$ cat src/core/ldcfg_pkg.sv
/*
  constants, decoding tables and carrier types of the led driver dimming
  configuration bank.
  assumes a 32-bit ahb-lite register bus and a 50 mhz system clock.
*/
package ldcfg_pkg;

  // ---------------------------------------------------------------
  // register indices (byte address is four times the index) and two direct byte addresses
  // ---------------------------------------------------------------
  localparam logic [7:0]  LDCFG_IDX_FAULT    = 8'h64;  // fault_and_headroom_config
  localparam logic [7:0]  LDCFG_IDX_DIM      = 8'h65;  // dimming_resolution_config
  localparam logic [7:0]  LDCFG_IDX_BRT      = 8'h66;  // brightness_source_config
  localparam logic [11:0] LDCFG_ADDR_AUX     = 12'h200; // scale and steady dither
  localparam logic [11:0] LDCFG_ADDR_STATUS  = 12'h204; // read-only block state

  // ---------------------------------------------------------------
  // field positions
  // ---------------------------------------------------------------
  localparam int LDCFG_CL_FAULT_BIT  = 7;   // cluster_fault_enable
  localparam int LDCFG_GAP_LSB       = 5;   // sink_comparator_gap [6:5]
  localparam int LDCFG_SHORT_LSB     = 3;   // short_detect_level [4:3]
  localparam int LDCFG_HEAD_LSB      = 0;   // sink_headroom_select [2:0]
  localparam int LDCFG_SLOPE_LSB     = 5;   // slope gain [7:5]
  localparam int LDCFG_RES_LSB       = 3;   // pwm resolution [4:3]
  localparam int LDCFG_DITHER_LSB    = 0;   // dither [2:0]
  localparam int LDCFG_RSVD_BIT      = 7;   // reserved, reads zero
  localparam int LDCFG_SWITCH_LSB    = 4;   // switch point [6:4]
  localparam int LDCFG_EXT_SET_BIT   = 3;   // external_set_resistor_enable
  localparam int LDCFG_SMALL_FET_BIT = 2;   // small_transistor_enable
  localparam int LDCFG_BRT_LSB       = 0;   // brightness_source_select [1:0]
  localparam int LDCFG_SCALE_LSB     = 0;   // max_current_scale [2:0] in aux
  localparam int LDCFG_STEADY_BIT    = 3;   // steady dither enable in aux

  // ---------------------------------------------------------------
  // reset values and thresholds
  // ---------------------------------------------------------------
  localparam logic [7:0]  LDCFG_RST_FAULT  = 8'h00;
  localparam logic [7:0]  LDCFG_RST_DIM    = 8'h00;
  localparam logic [7:0]  LDCFG_RST_BRT    = 8'h00;
  localparam logic [7:0]  LDCFG_RST_AUX    = 8'h00;
  localparam logic [11:0] LDCFG_SMALL_FET_LIMIT = 12'h100; // 1/16 of 4096

  // ---------------------------------------------------------------
  // decode tables, highest element (7, or 3 in the four-entry tables) written first
  // ---------------------------------------------------------------
  localparam logic [3:0][10:0] LDCFG_GAP_MV = {11'd250, 11'd500, 11'd750, 11'd1000};
  localparam logic [3:0][6:0]  LDCFG_SHORT_DV = {7'd106, 7'd69, 7'd36, 7'd36};
  localparam logic [7:0][10:0] LDCFG_HEAD_MV =
    {11'd50, 11'd175, 11'd300, 11'd450, 11'd575, 11'd700, 11'd875, 11'd1000};
  localparam logic [7:0][10:0] LDCFG_SLOPE_MILLI =
    {11'd1164, 11'd1141, 11'd1117, 11'd1094, 11'd1070, 11'd1047, 11'd1023, 11'd1000};
  localparam logic [3:0][5:0]  LDCFG_PWM_MHZ = {6'd40, 6'd20, 6'd10, 6'd5};
  localparam logic [7:0][8:0]  LDCFG_SWITCH_PERMILLE =
    {9'd125, 9'd156, 9'd188, 9'd219, 9'd250, 9'd313, 9'd406, 9'd500};
  localparam logic [7:0][7:0]  LDCFG_CUR_MA =
    {8'd150, 8'd120, 8'd100, 8'd80, 8'd60, 8'd50, 8'd30, 8'd25};

  // ---------------------------------------------------------------
  // types
  // ---------------------------------------------------------------
  typedef enum logic [1:0]
  {
    LDCFG_BRT_DUTY,
    LDCFG_BRT_PRODUCT,
    LDCFG_BRT_REGISTER,
    LDCFG_BRT_PASS
  } ldcfg_brt_t;

  // decoded configuration presented to dimming, boost and fault logic
  typedef struct packed
  {
    logic        cluster_fault_enable;
    logic [10:0] gap_mv;
    logic [6:0]  short_level_dv;     // tenths of a volt
    logic [10:0] headroom_mv;
    logic [10:0] slope_gain_milli;
    logic [5:0]  pwm_clock_mhz;
    logic [2:0]  dither_depth;       // 0 to 4 bits, as selected
    logic [8:0]  switch_permille;
    logic        external_set_resistor_enable;
    logic [7:0]  max_current_ma;
    ldcfg_brt_t  brightness_source_select;
  } ldcfg_decoded_t;

endpackage : ldcfg_pkg

$ cat src/core/ldcfg_bank.sv
/*
  led driver dimming configuration bank: ahb-lite slave holding the three
  configuration bytes plus an auxiliary and a status word, with decoded
  fields, fault gating, transistor choice and dither gating.
  assumes fault flags, current setting and slope flag come from logic on
  hclk; the pwm input arrives from a pin.
*/
// Chosen here: register access over AHB-Lite.
`timescale 1ns/1ps
module ldcfg_bank
(
  input  wire logic                  hclk,
  input  wire logic                  hresetn,
  input  wire logic                  hsel,
  input  wire logic [31:0]           haddr,
  input  wire logic [1:0]            htrans,
  input  wire logic                  hwrite,
  input  wire logic [2:0]            hsize,
  input  wire logic [31:0]           hwdata,
  input  wire logic                  hready,
  output logic [31:0]                hrdata,
  output logic                       hreadyout,
  output logic                       hresp,
  input  wire logic [3:0]            cluster_string,
  input  wire logic [3:0]            open_fault_raw,
  input  wire logic [3:0]            short_fault_raw,
  input  wire logic [11:0]           current_setting,
  input  wire logic                  brightness_sloping,
  input  wire logic                  pwm_in_pin,
  output ldcfg_pkg::ldcfg_decoded_t  cfg,
  output logic [3:0]                 open_fault_report,
  output logic [3:0]                 short_fault_report,
  output logic                       small_transistor_active,
  output logic [2:0]                 dither_depth_active,
  output logic                       pwm_pass_out
);

  // ---------------------------------------------------------------
  // bus address phase capture
  // ---------------------------------------------------------------
  logic        wr_pend_q;       // write data phase in progress
  logic        wr_pend_d;
  logic [11:0] wr_addr_q;       // byte address of pending write
  logic [11:0] wr_addr_d;
  logic        rd_take;         // read taken in this address phase

  // only single whole-word transfers reach us; size is not checked
  assign rd_take = hsel && htrans[1] && hready && !hwrite;

  // next values of the address phase latch
  always_comb
  begin
    wr_pend_d = wr_pend_q;
    wr_addr_d = wr_addr_q;
    if (hready)
    begin
      wr_pend_d = hsel && htrans[1] && hwrite;
      wr_addr_d = haddr[11:0];
    end
  end

  // register the address phase
  always_ff @(posedge hclk or negedge hresetn)
  begin
    if (!hresetn)
    begin
      wr_pend_q <= 1'b0;
      wr_addr_q <= 12'h000;
    end
    else
    begin
      wr_pend_q <= wr_pend_d;
      wr_addr_q <= wr_addr_d;
    end
  end

  // ---------------------------------------------------------------
  // configuration storage
  // ---------------------------------------------------------------
  logic [7:0] fault_and_headroom_config_q;
  logic [7:0] fault_and_headroom_config_d;
  logic [7:0] dimming_resolution_config_q;
  logic [7:0] dimming_resolution_config_d;
  logic [7:0] brightness_source_config_q;
  logic [7:0] brightness_source_config_d;
  logic [7:0] aux_config_q;     // max_current_scale and steady dither
  logic [7:0] aux_config_d;

  // write in the data phase; the byte sits in the low lane
  always_comb
  begin
    fault_and_headroom_config_d = fault_and_headroom_config_q;
    dimming_resolution_config_d = dimming_resolution_config_q;
    brightness_source_config_d  = brightness_source_config_q;
    aux_config_d                = aux_config_q;
    if (wr_pend_q)
    begin
      case (wr_addr_q)
        {2'b00, ldcfg_pkg::LDCFG_IDX_FAULT, 2'b00}:
          fault_and_headroom_config_d = hwdata[7:0];
        {2'b00, ldcfg_pkg::LDCFG_IDX_DIM, 2'b00}:
          dimming_resolution_config_d = hwdata[7:0];
        {2'b00, ldcfg_pkg::LDCFG_IDX_BRT, 2'b00}:
          // reserved bit is never stored, so it cannot steer anything
          brightness_source_config_d = {1'b0, hwdata[6:0]};
        ldcfg_pkg::LDCFG_ADDR_AUX:
          aux_config_d = {4'h0, hwdata[3:0]};
        default:
          ;  // unmapped or read-only: write ignored, answer stays okay
      endcase
    end
  end

  // storage flops; no documented reset value, plain zero defaults
  always_ff @(posedge hclk or negedge hresetn)
  begin
    if (!hresetn)
    begin
      fault_and_headroom_config_q <= ldcfg_pkg::LDCFG_RST_FAULT;
      dimming_resolution_config_q <= ldcfg_pkg::LDCFG_RST_DIM;
      brightness_source_config_q  <= ldcfg_pkg::LDCFG_RST_BRT;
      aux_config_q                <= ldcfg_pkg::LDCFG_RST_AUX;
    end
    else
    begin
      fault_and_headroom_config_q <= fault_and_headroom_config_d;
      dimming_resolution_config_q <= dimming_resolution_config_d;
      brightness_source_config_q  <= brightness_source_config_d;
      aux_config_q                <= aux_config_d;
    end
  end

  // ---------------------------------------------------------------
  // pwm input pin synchroniser
  // ---------------------------------------------------------------
  logic pwm_meta_q;   // first stage, read only by the second
  logic pwm_sync_q;

  // two flops before the pin is used anywhere
  always_ff @(posedge hclk or negedge hresetn)
  begin
    if (!hresetn)
    begin
      pwm_meta_q <= 1'b0;
      pwm_sync_q <= 1'b0;
    end
    else
    begin
      pwm_meta_q <= pwm_in_pin;
      pwm_sync_q <= pwm_meta_q;
    end
  end

  // ---------------------------------------------------------------
  // decode and derived controls
  // ---------------------------------------------------------------
  ldcfg_pkg::ldcfg_decoded_t cfg_d;
  logic [3:0]                open_report_d;
  logic [3:0]                short_report_d;
  logic                      small_fet_d;
  logic [2:0]                dither_act_d;
  logic                      pwm_pass_d;
  logic [2:0]                dither_code;
  logic [2:0]                scale_code;
  logic [3:0]                report_gate;

  // decode from the next-state bytes so outputs follow a write at once
  always_comb
  begin
    dither_code = dimming_resolution_config_d[ldcfg_pkg::LDCFG_DITHER_LSB +: 3];
    scale_code  = aux_config_d[ldcfg_pkg::LDCFG_SCALE_LSB +: 3];
    cfg_d.cluster_fault_enable =
      fault_and_headroom_config_d[ldcfg_pkg::LDCFG_CL_FAULT_BIT];
    cfg_d.gap_mv = ldcfg_pkg::LDCFG_GAP_MV[
      fault_and_headroom_config_d[ldcfg_pkg::LDCFG_GAP_LSB +: 2]];
    cfg_d.short_level_dv = ldcfg_pkg::LDCFG_SHORT_DV[
      fault_and_headroom_config_d[ldcfg_pkg::LDCFG_SHORT_LSB +: 2]];
    cfg_d.headroom_mv = ldcfg_pkg::LDCFG_HEAD_MV[
      fault_and_headroom_config_d[ldcfg_pkg::LDCFG_HEAD_LSB +: 3]];
    cfg_d.slope_gain_milli = ldcfg_pkg::LDCFG_SLOPE_MILLI[
      dimming_resolution_config_d[ldcfg_pkg::LDCFG_SLOPE_LSB +: 3]];
    // only meaningful while the generator runs from the internal oscillator
    cfg_d.pwm_clock_mhz = ldcfg_pkg::LDCFG_PWM_MHZ[
      dimming_resolution_config_d[ldcfg_pkg::LDCFG_RES_LSB +: 2]];
    // top bit set means four bits, lower bits ignored
    cfg_d.dither_depth = dither_code[2] ? 3'd4 : {1'b0, dither_code[1:0]};
    cfg_d.switch_permille = ldcfg_pkg::LDCFG_SWITCH_PERMILLE[
      brightness_source_config_d[ldcfg_pkg::LDCFG_SWITCH_LSB +: 3]];
    cfg_d.external_set_resistor_enable =
      brightness_source_config_d[ldcfg_pkg::LDCFG_EXT_SET_BIT];
    // stored scale applies only while the set resistor is off
    cfg_d.max_current_ma = cfg_d.external_set_resistor_enable ? 8'h00 :
      ldcfg_pkg::LDCFG_CUR_MA[scale_code];
    cfg_d.brightness_source_select = ldcfg_pkg::ldcfg_brt_t'(
      brightness_source_config_d[ldcfg_pkg::LDCFG_BRT_LSB +: 2]);

    // display strings always report; cluster strings only when enabled
    report_gate    = ~cluster_string | {4{cfg_d.cluster_fault_enable}};
    open_report_d  = open_fault_raw & report_gate;
    short_report_d = short_fault_raw & report_gate;

    // below 1/16 of full scale the small transistor is more accurate
    small_fet_d = brightness_source_config_d[ldcfg_pkg::LDCFG_SMALL_FET_BIT] &&
                  (current_setting < ldcfg_pkg::LDCFG_SMALL_FET_LIMIT);

    // steady dither widens dithering beyond slopes
    if (brightness_sloping || aux_config_d[ldcfg_pkg::LDCFG_STEADY_BIT])
    begin
      dither_act_d = cfg_d.dither_depth;
    end
    else
    begin
      dither_act_d = 3'd0;
    end

    // pin pass-through only in the direct mode, low otherwise
    pwm_pass_d = (cfg_d.brightness_source_select == ldcfg_pkg::LDCFG_BRT_PASS) &&
                 pwm_sync_q;
  end

  // outputs straight from flops
  always_ff @(posedge hclk or negedge hresetn)
  begin
    if (!hresetn)
    begin
      cfg                     <= '0;
      open_fault_report       <= 4'h0;
      short_fault_report      <= 4'h0;
      small_transistor_active <= 1'b0;
      dither_depth_active     <= 3'd0;
      pwm_pass_out            <= 1'b0;
    end
    else
    begin
      cfg                     <= cfg_d;
      open_fault_report       <= open_report_d;
      short_fault_report      <= short_report_d;
      small_transistor_active <= small_fet_d;
      dither_depth_active     <= dither_act_d;
      pwm_pass_out            <= pwm_pass_d;
    end
  end

  // ---------------------------------------------------------------
  // read data and response
  // ---------------------------------------------------------------
  logic [31:0] rdata_d;

  // reading the next-state bytes forwards a write in the same cycle,
  // so a read right behind a write sees the new value
  always_comb
  begin
    rdata_d = 32'h0000_0000;
    if (rd_take)
    begin
      case (haddr[11:0])
        {2'b00, ldcfg_pkg::LDCFG_IDX_FAULT, 2'b00}:
          rdata_d = {24'h00_0000, fault_and_headroom_config_d};
        {2'b00, ldcfg_pkg::LDCFG_IDX_DIM, 2'b00}:
          rdata_d = {24'h00_0000, dimming_resolution_config_d};
        {2'b00, ldcfg_pkg::LDCFG_IDX_BRT, 2'b00}:
          rdata_d = {24'h00_0000, brightness_source_config_d};
        ldcfg_pkg::LDCFG_ADDR_AUX:
          rdata_d = {24'h00_0000, aux_config_d};
        ldcfg_pkg::LDCFG_ADDR_STATUS:
          rdata_d = {20'h0_0000, dither_depth_active, small_transistor_active,
                     short_fault_report, open_fault_report};
        default:
          rdata_d = 32'h0000_0000;  // unmapped reads zero
      endcase
    end
  end

  // zero wait states; the answer is always okay
  always_ff @(posedge hclk or negedge hresetn)
  begin
    if (!hresetn)
    begin
      hrdata    <= 32'h0000_0000;
      hreadyout <= 1'b1;
      hresp     <= 1'b0;
    end
    else
    begin
      hrdata    <= rdata_d;
      hreadyout <= 1'b1;
      hresp     <= 1'b0;
    end
  end

endmodule : ldcfg_bank

$ cat config.mk
export PLATFORM = sky130hd
export DESIGN_NAME = ldcfg_bank
export DESIGN_NICKNAME = d
export VERILOG_FILES = /design/src/core/ldcfg_pkg.sv /design/src/core/ldcfg_bank.sv
export SDC_FILE = /design/constraint.sdc
export NUM_CORES = 1
export LEC_CHECK = 0
export BUFFER_PORTS_ARGS = -buffer_cell sky130_fd_sc_hd__buf_2
export CORE_UTILIZATION = 52
export CTS_CLUSTER_DIAMETER = 100
export CTS_CLUSTER_SIZE = 14
export DETAILED_ROUTE_END_ITERATION = 8
export PLACE_DENSITY_LB_ADDON = 0.12
export SYNTH_ARGS = -nofsm -noshare
export SYNTH_HDL_FRONTEND = slang
export SYNTH_SLANG_ARGS = --single-unit
export TNS_END_PERCENT = 1
$ cat constraint.sdc
create_clock -name hclk -period 3.7 [get_ports hclk]
set_input_delay 0.74 -clock hclk [delete_from_list [all_inputs] [get_ports hclk]]
set_output_delay 0.74 -clock hclk [all_outputs]
set_load 0.03 [all_outputs]
After elaboration in Yosys (flattened, before gate mapping)
Memory sizes are Yosys's and may differ from the RTL's. A register that Yosys moved wholly into a read port is not among the register bits.
Cells that the tools add are included.
- register bits: 131
- bits in read-only memories: 312
- input port bits: 100
- output and inout port bits: 117
- logic and storage cells: 76
- memories: 4
- memories (memory ; depth ; bits a word ; rd ports ; clocked after memory_dff ; wr ports ; RTL line ; source):
    (name not given) ; 8 ; 11 ; 1 ; 1 ; 0 ; ldcfg_bank.sv:180 ; cfg_d.slope_gain_milli = ldcfg_pkg::LDCFG_SLOPE_MILLI[
    (name not given) ; 8 ; 11 ; 1 ; 1 ; 0 ; ldcfg_bank.sv:178 ; cfg_d.headroom_mv = ldcfg_pkg::LDCFG_HEAD_MV[
    (name not given) ; 8 ; 9 ; 1 ; 1 ; 0 ; ldcfg_bank.sv:187 ; cfg_d.switch_permille = ldcfg_pkg::LDCFG_SWITCH_PERMILLE[
    (name not given) ; 8 ; 8 ; 1 ; 0 ; 0 ; ldcfg_bank.sv:193 ; ldcfg_pkg::LDCFG_CUR_MA[scale_code];
- $lt $le $gt $ge: 5
- equal/unequal tests: 10
- mux-type cells: 20
- bitwise gates (word level): 4
- reductions and logical operators: 11
- operators by type and width (operator ; count):
    $mux W8 ; 10
    $eq A12 B9 Y1 const B ; 6
    $pmux W12 S5 ; 1
    $eq A12 B10 Y1 const B ; 3
    $mux W32 ; 1
    $bmux W11 S2 ; 1
    $bmux W7 S2 ; 1
    $bmux W6 S2 ; 1
    $lt A12 B9 Y1 const B ; 1
    $mux W11 ; 1
    $lt A2 B3 Y1 const B ; 3
    $and A4 B4 Y4 ; 2
    $mux W7 ; 1
    $logic_and A1 B1 Y1 ; 6
    $mux W3 ; 2
    $mux W6 ; 1
    $logic_not A1 Y1 ; 4
    $lt A3 B4 Y1 const B ; 1
    $not A4 Y4 ; 1
    $or A4 B4 Y4 ; 1
    $eq A2 B2 Y1 const B ; 1
    $logic_or A1 B1 Y1 ; 1

Depth between registers and ports, before layout
- word-level depth: 6
- depth in mapped cells: 8

Least setup slack after synthesis
No wires, ideal clock.
- path type: in2reg
- start: input haddr[1]
- end: register hrdata[5]
- arrival: 2.236 ns
- slack: 1.381 ns
- cell stages on the path: 5
- cells stage by stage: or4_4 > buf_6 > or4_4 > o22a_1 > a31oi_1
- cells in the longest elaborated chain, start to end: 3
- elaborated cells on any way between the ends: 7
- those cells by class: eq/ne (5); mux (2)
- RTL lines (what ; RTL line ; source):
    start: declaration ; ldcfg_bank.sv:15 ; input wire logic [31:0] haddr,
    $eq A12 B10 Y1 or $eq A12 B9 Y1 (tied branches) ; ldcfg_bank.sv:256 ; case (haddr[11:0])
    $pmux W12 S5 (*) ; ldcfg_bank.sv:256 ;
    $mux W32 (*) ; ldcfg_bank.sv:254 ; if (rd_take)
    net rdata_d[5] ; ldcfg_bank.sv:247 ; logic [31:0] rdata_d;
    end signal: assignment ; ldcfg_bank.sv:285 ; hrdata <= rdata_d;
    end: declaration ; ldcfg_bank.sv:21 ; output logic [31:0] hrdata,
Mark *: on every way through the listed nets, which the timed path passes. The rest lies on a longest branch.
A chain may end at the register's enable or synchronous reset.

Worst setup path in the final report
- start: register wr_addr_q[6]
- end: register cfg[18] (netlist name)
- cells in the longest elaborated chain, start to end: 3
- RTL lines (what ; RTL line ; source):
    start: declaration ; ldcfg_bank.sv:43 ; logic [11:0] wr_addr_q;
    start signal: assignment ; ldcfg_bank.sv:73 ; wr_addr_q <= wr_addr_d;
    $eq A12 B9 Y1 ; ldcfg_bank.sv:98 ; case (wr_addr_q)
    $mux W8 ; ldcfg_bank.sv:98 ;
    $mux W8 ; ldcfg_bank.sv:96 ; if (wr_pend_q)
    net brightness_source_config_d[4] ; ldcfg_bank.sv:85 ; logic [7:0] brightness_source_config_d;
The timed path passes the listed nets, and every way through them passes these cells.

==> summary.json <==
{
  "status": {
    "run_status": "completed"
  },
  "grt": {
    "grt_pass1_vias": 3409,
    "overflow": 0,
    "pin_count_of_the_biggest_net_entering_global_routing": 65,
    "antenna_found_initial": 0,
    "overall_fraction_of_global_route_tracks_in_use_pct": 23.0,
    "grt_pass1_wl_um": 17400
  },
  "power_and_ir_drop": {
    "power.net_switching_w": 0.000896,
    "power.combinational.fraction_pct": 11.2,
    "post_layout_power_w": 0.00341,
    "power.switching_fraction_pct": 26.3,
    "powerDensity_nw_per_um2": 528,
    "leakage_nw": 3.33,
    "power.ir.vdd_worst_mv": 0.281,
    "cellInternalPower_w": 0.00251,
    "power.share.sequential_pct": 42.6,
    "power.clock.fraction_pct": 46.2
  },
  "route": {
    "detailedRoute.firstPassIterationCount": 6,
    "detail_route.wl_per_cell_um": 16.1,
    "detail_routed_via_count_per_cell": 5.00,
    "antenna_violating_nets_post_route": 0,
    "remaining_drc_errors": 0,
    "wl_um": 11200,
    "detailroute.via_count": 3467,
    "detailedRoute.firstIterationViolations": 147
  },
  "synth": {
    "synth_enable_flop_cells": 0,
    "yosys-top-cells-count": "dfrtp_1 (123), buf_4 (42), inv_1 (29), ha_1 (24), nand2_1 (23)",
    "yosys.area.top_type": "dfrtp_1",
    "netlist_top_cells_area": "dfrtp_1 (59%), buf_4 (6.0%), ha_1 (5.7%)",
    "ys.warnings.count": 0,
    "syn_area_per_cell_um2": 12.7,
    "synth_top_area_share_pct": 58.5,
    "syn_inst": 414,
    "synthMostInstantiatedCell": "dfrtp_1",
    "seq_area_frac_synth_pct": 58.5,
    "ys_ff_latch": 123,
    "ys_dominant_reg_cell": "dfrtp_1",
    "synth_async_sr_flop_share_pct": 100,
    "synth_cell_types": 52,
    "synth.cell_area_um2": 5260
  },
  "clock_network": {
    "cts.path.max_buffers": 2,
    "tritoncts": "yes",
    "clkSlewWorstSetupHoldPaths_ns": 0.06,
    "tritoncts_num_sinks": 123,
    "cts_htree_levels": 4,
    "post_cts_hold_buffer_count": 0,
    "post_cts.repair.setup_buffers": 0,
    "cts.root.buffer_cell": "clkbuf_8",
    "worst_skew_late_latency_ns": 0.51,
    "cts_made_buffers": 17,
    "cts_repair_resize_count": 0
  },
  "floorplanning": {
    "fp.dieH_um": 103,
    "initial_core_util_pct": 53.8,
    "die_x_um": 103,
    "core_um2": 9770,
    "io_pins": 217,
    "design.die.area_um2": 10500,
    "rows": 36
  },
  "sta": {
    "fin_hold_ws_ns": 0.324,
    "layout_worst_path_cycle_share_pct": 72.8,
    "worst_slew_margin_rel_pct": 38.6,
    "skew_ns": 0.00820,
    "timing.fmax_mhz": 371,
    "setup-violations-final": 0,
    "worst-slew-pin-transition_ns": 0.912,
    "grt_setup_unrepaired": "false",
    "timing.final.crit_period_ns": 2.69,
    "slew_violations": 0,
    "setup_tns_ns": 0,
    "timing_hold_violations_final": 0,
    "final_critical_path_setup_slack_ns": 1.01
  },
  "place": {
    "placement.setup.worst_slack_ns": 0.942,
    "detailed_place_hpwl_um": 7780,
    "io_buffers": 134,
    "gp_routability_congestion": 0.743
  },
  "worst_setup_path": {
    "sort_of_element_at_the_start_of_the_critical_path": "flop",
    "r2r_start": "wr_addr_q[6]",
    "criticalPathCategory": "flop to flop",
    "critical_path.endpoint_type": "flop",
    "regToRegEndpoint": "cfg[18]",
    "origin_of_the_worst_setup_path": "wr_addr_q[6]",
    "maximum_fanout_encountered_on_the_critical_timing_path": 8,
    "timing.critical_path.arrival_ns": 3.12,
    "reg2reg_setup_slack_ns": 1.01,
    "reg2reg_depth": 6,
    "data_required_time_of_the_worst_path_ns": 4.13
  },
  "min_path": {
    "hold_path.class": "primary input to async pin"
  },
  "layout": {
    "fin_nets": 672,
    "insertedDiodeCount": 0,
    "synthToLayoutAreaGrowth_pct": 22.7,
    "layout-drive-gt1-share_pct": 37.4
  },
  "job": {
    "max-cap-violations": 0
  }
}
==> worst max-delay path by stage <==
stage / endpoint / slack (ns) / depth (start not counted)
final: cfg[18] / 1.01 / 6
after global routing: cfg[19] / 0.75 / 6
after CTS: cfg[18] / 0.98 / 6
after detailed placement: hrdata[4] / 0.94 / 6
after global placement: hrdata[4] / 0.96 / 6
after floorplan: hrdata[5] / 1.38 / 5
==> flip-flops by register name (all words and copies together) (netlist names) <==
| signal | cells |
|---|---|
| hrdata | 12 |
| wr_pend_q | 1 |
| pwm_sync_q | 1 |
| pwm_pass_out | 1 |
| pwm_meta_q | 1 |
| dither_depth_active | 3 |
| fault_and_headroom_config_q | 7 |
| wr_addr_q | 12 |
| aux_config_q | 8 |
| open_fault_report | 4 |
| cfg | 54 |
| small_transistor_active | 1 |
| short_fault_report | 4 |
| dimming_resolution_config_q | 7 |
| brightness_source_config_q | 7 |
==> area by class of cell <==
type | instances | area (um^2)
clock buffer | 21 | 449
clock inverter | 11 | 118
fill | 755 | 3320
inverter | 32 | 120
multi-input combinational | 236 | 1810
sequential | 123 | 3080
tap | 133 | 166
timing repair buffer | 138 | 716
==> power groups by stage <==
stage / logic [W] / clock network, W / registers, W
final: 0.000382 / 0.00158 / 0.00145
after global routing: 0.000418 / 0.00167 / 0.00146
after CTS: 0.000386 / 0.00160 / 0.00145
after detailed placement: 0.000384 / 0 / 0.00148
after global placement: 0.000377 / 0 / 0.00147
after floorplan: 0.000187 / 0 / 0.00156
==> kinds of logic (layout without fill, tap and decap cells) <==
logic type	after synthesis	after routing	synth area share, %
compound gates	51	51	6.71
mux	44	44	9.44
buf+inv	80	202	8.87
other cells	2	27	0.143
flops	123	123	58.5
simple gates	90	90	10.6
fa+ha+maj	24	24	5.71
==> per-layer routing <==
| layer | vias to the layer above | GRT usage [%] | wire length [um] |
|---|---|---|---|
| li1 | 1608 | - | - |
| met1 | 1706 | 29.4 | 4850 |
| met2 | 139 | 36.7 | 5490 |
| met3 | 14 | 7.25 | 704 |
| met4 | 0 | 8.79 | 160 |
| met5 | - | 0 | 0 |
==> cells in the final DEF, fill, tap and decap left out, types with 4 or more instances in the layout <==
| cell type | count |
|---|---|
| a21boi_0 | 8 |
| a21oi_1 | 5 |
| a22oi_1 | 5 |
| and2_1 | 11 |
| buf_2 | 133 |
| buf_4 | 4 |
| clkbuf_16 | 16 |
| clkinv_2 | 5 |
| conb_1 | 27 |
| dfrtp_1 | 123 |
| ha_1 | 24 |
| inv_1 | 29 |
| mux2_2 | 22 |
| mux2i_1 | 19 |
| nand2_1 | 23 |
| nor2_1 | 18 |
| nor3b_1 | 4 |
| o21a_1 | 6 |
| o21ai_0 | 8 |
==> metrics by stage <==
stage	cell area, um^2	instances	utilization [%]
6_report	6460	694	66.1
5_1_grt	6460	694	66.1
4_1_cts	6460	694	66.1
3_5_place_dp	5890	662	60.3
3_3_place_gp	5890	662	60.3
2_1_floorplan	5360	439	-
==> worst max-delay path, stage by stage, from the launching register on <==
cell	delay (ns)
dfrtp_1	0.41
nor4b_4	0.45
nand4_2	0.46
mux2i_1	0.70
inv_1	0.18
ha_1	0.26
mux2i_1	0.14
Note: power is estimated with default switching activity, not from simulation.
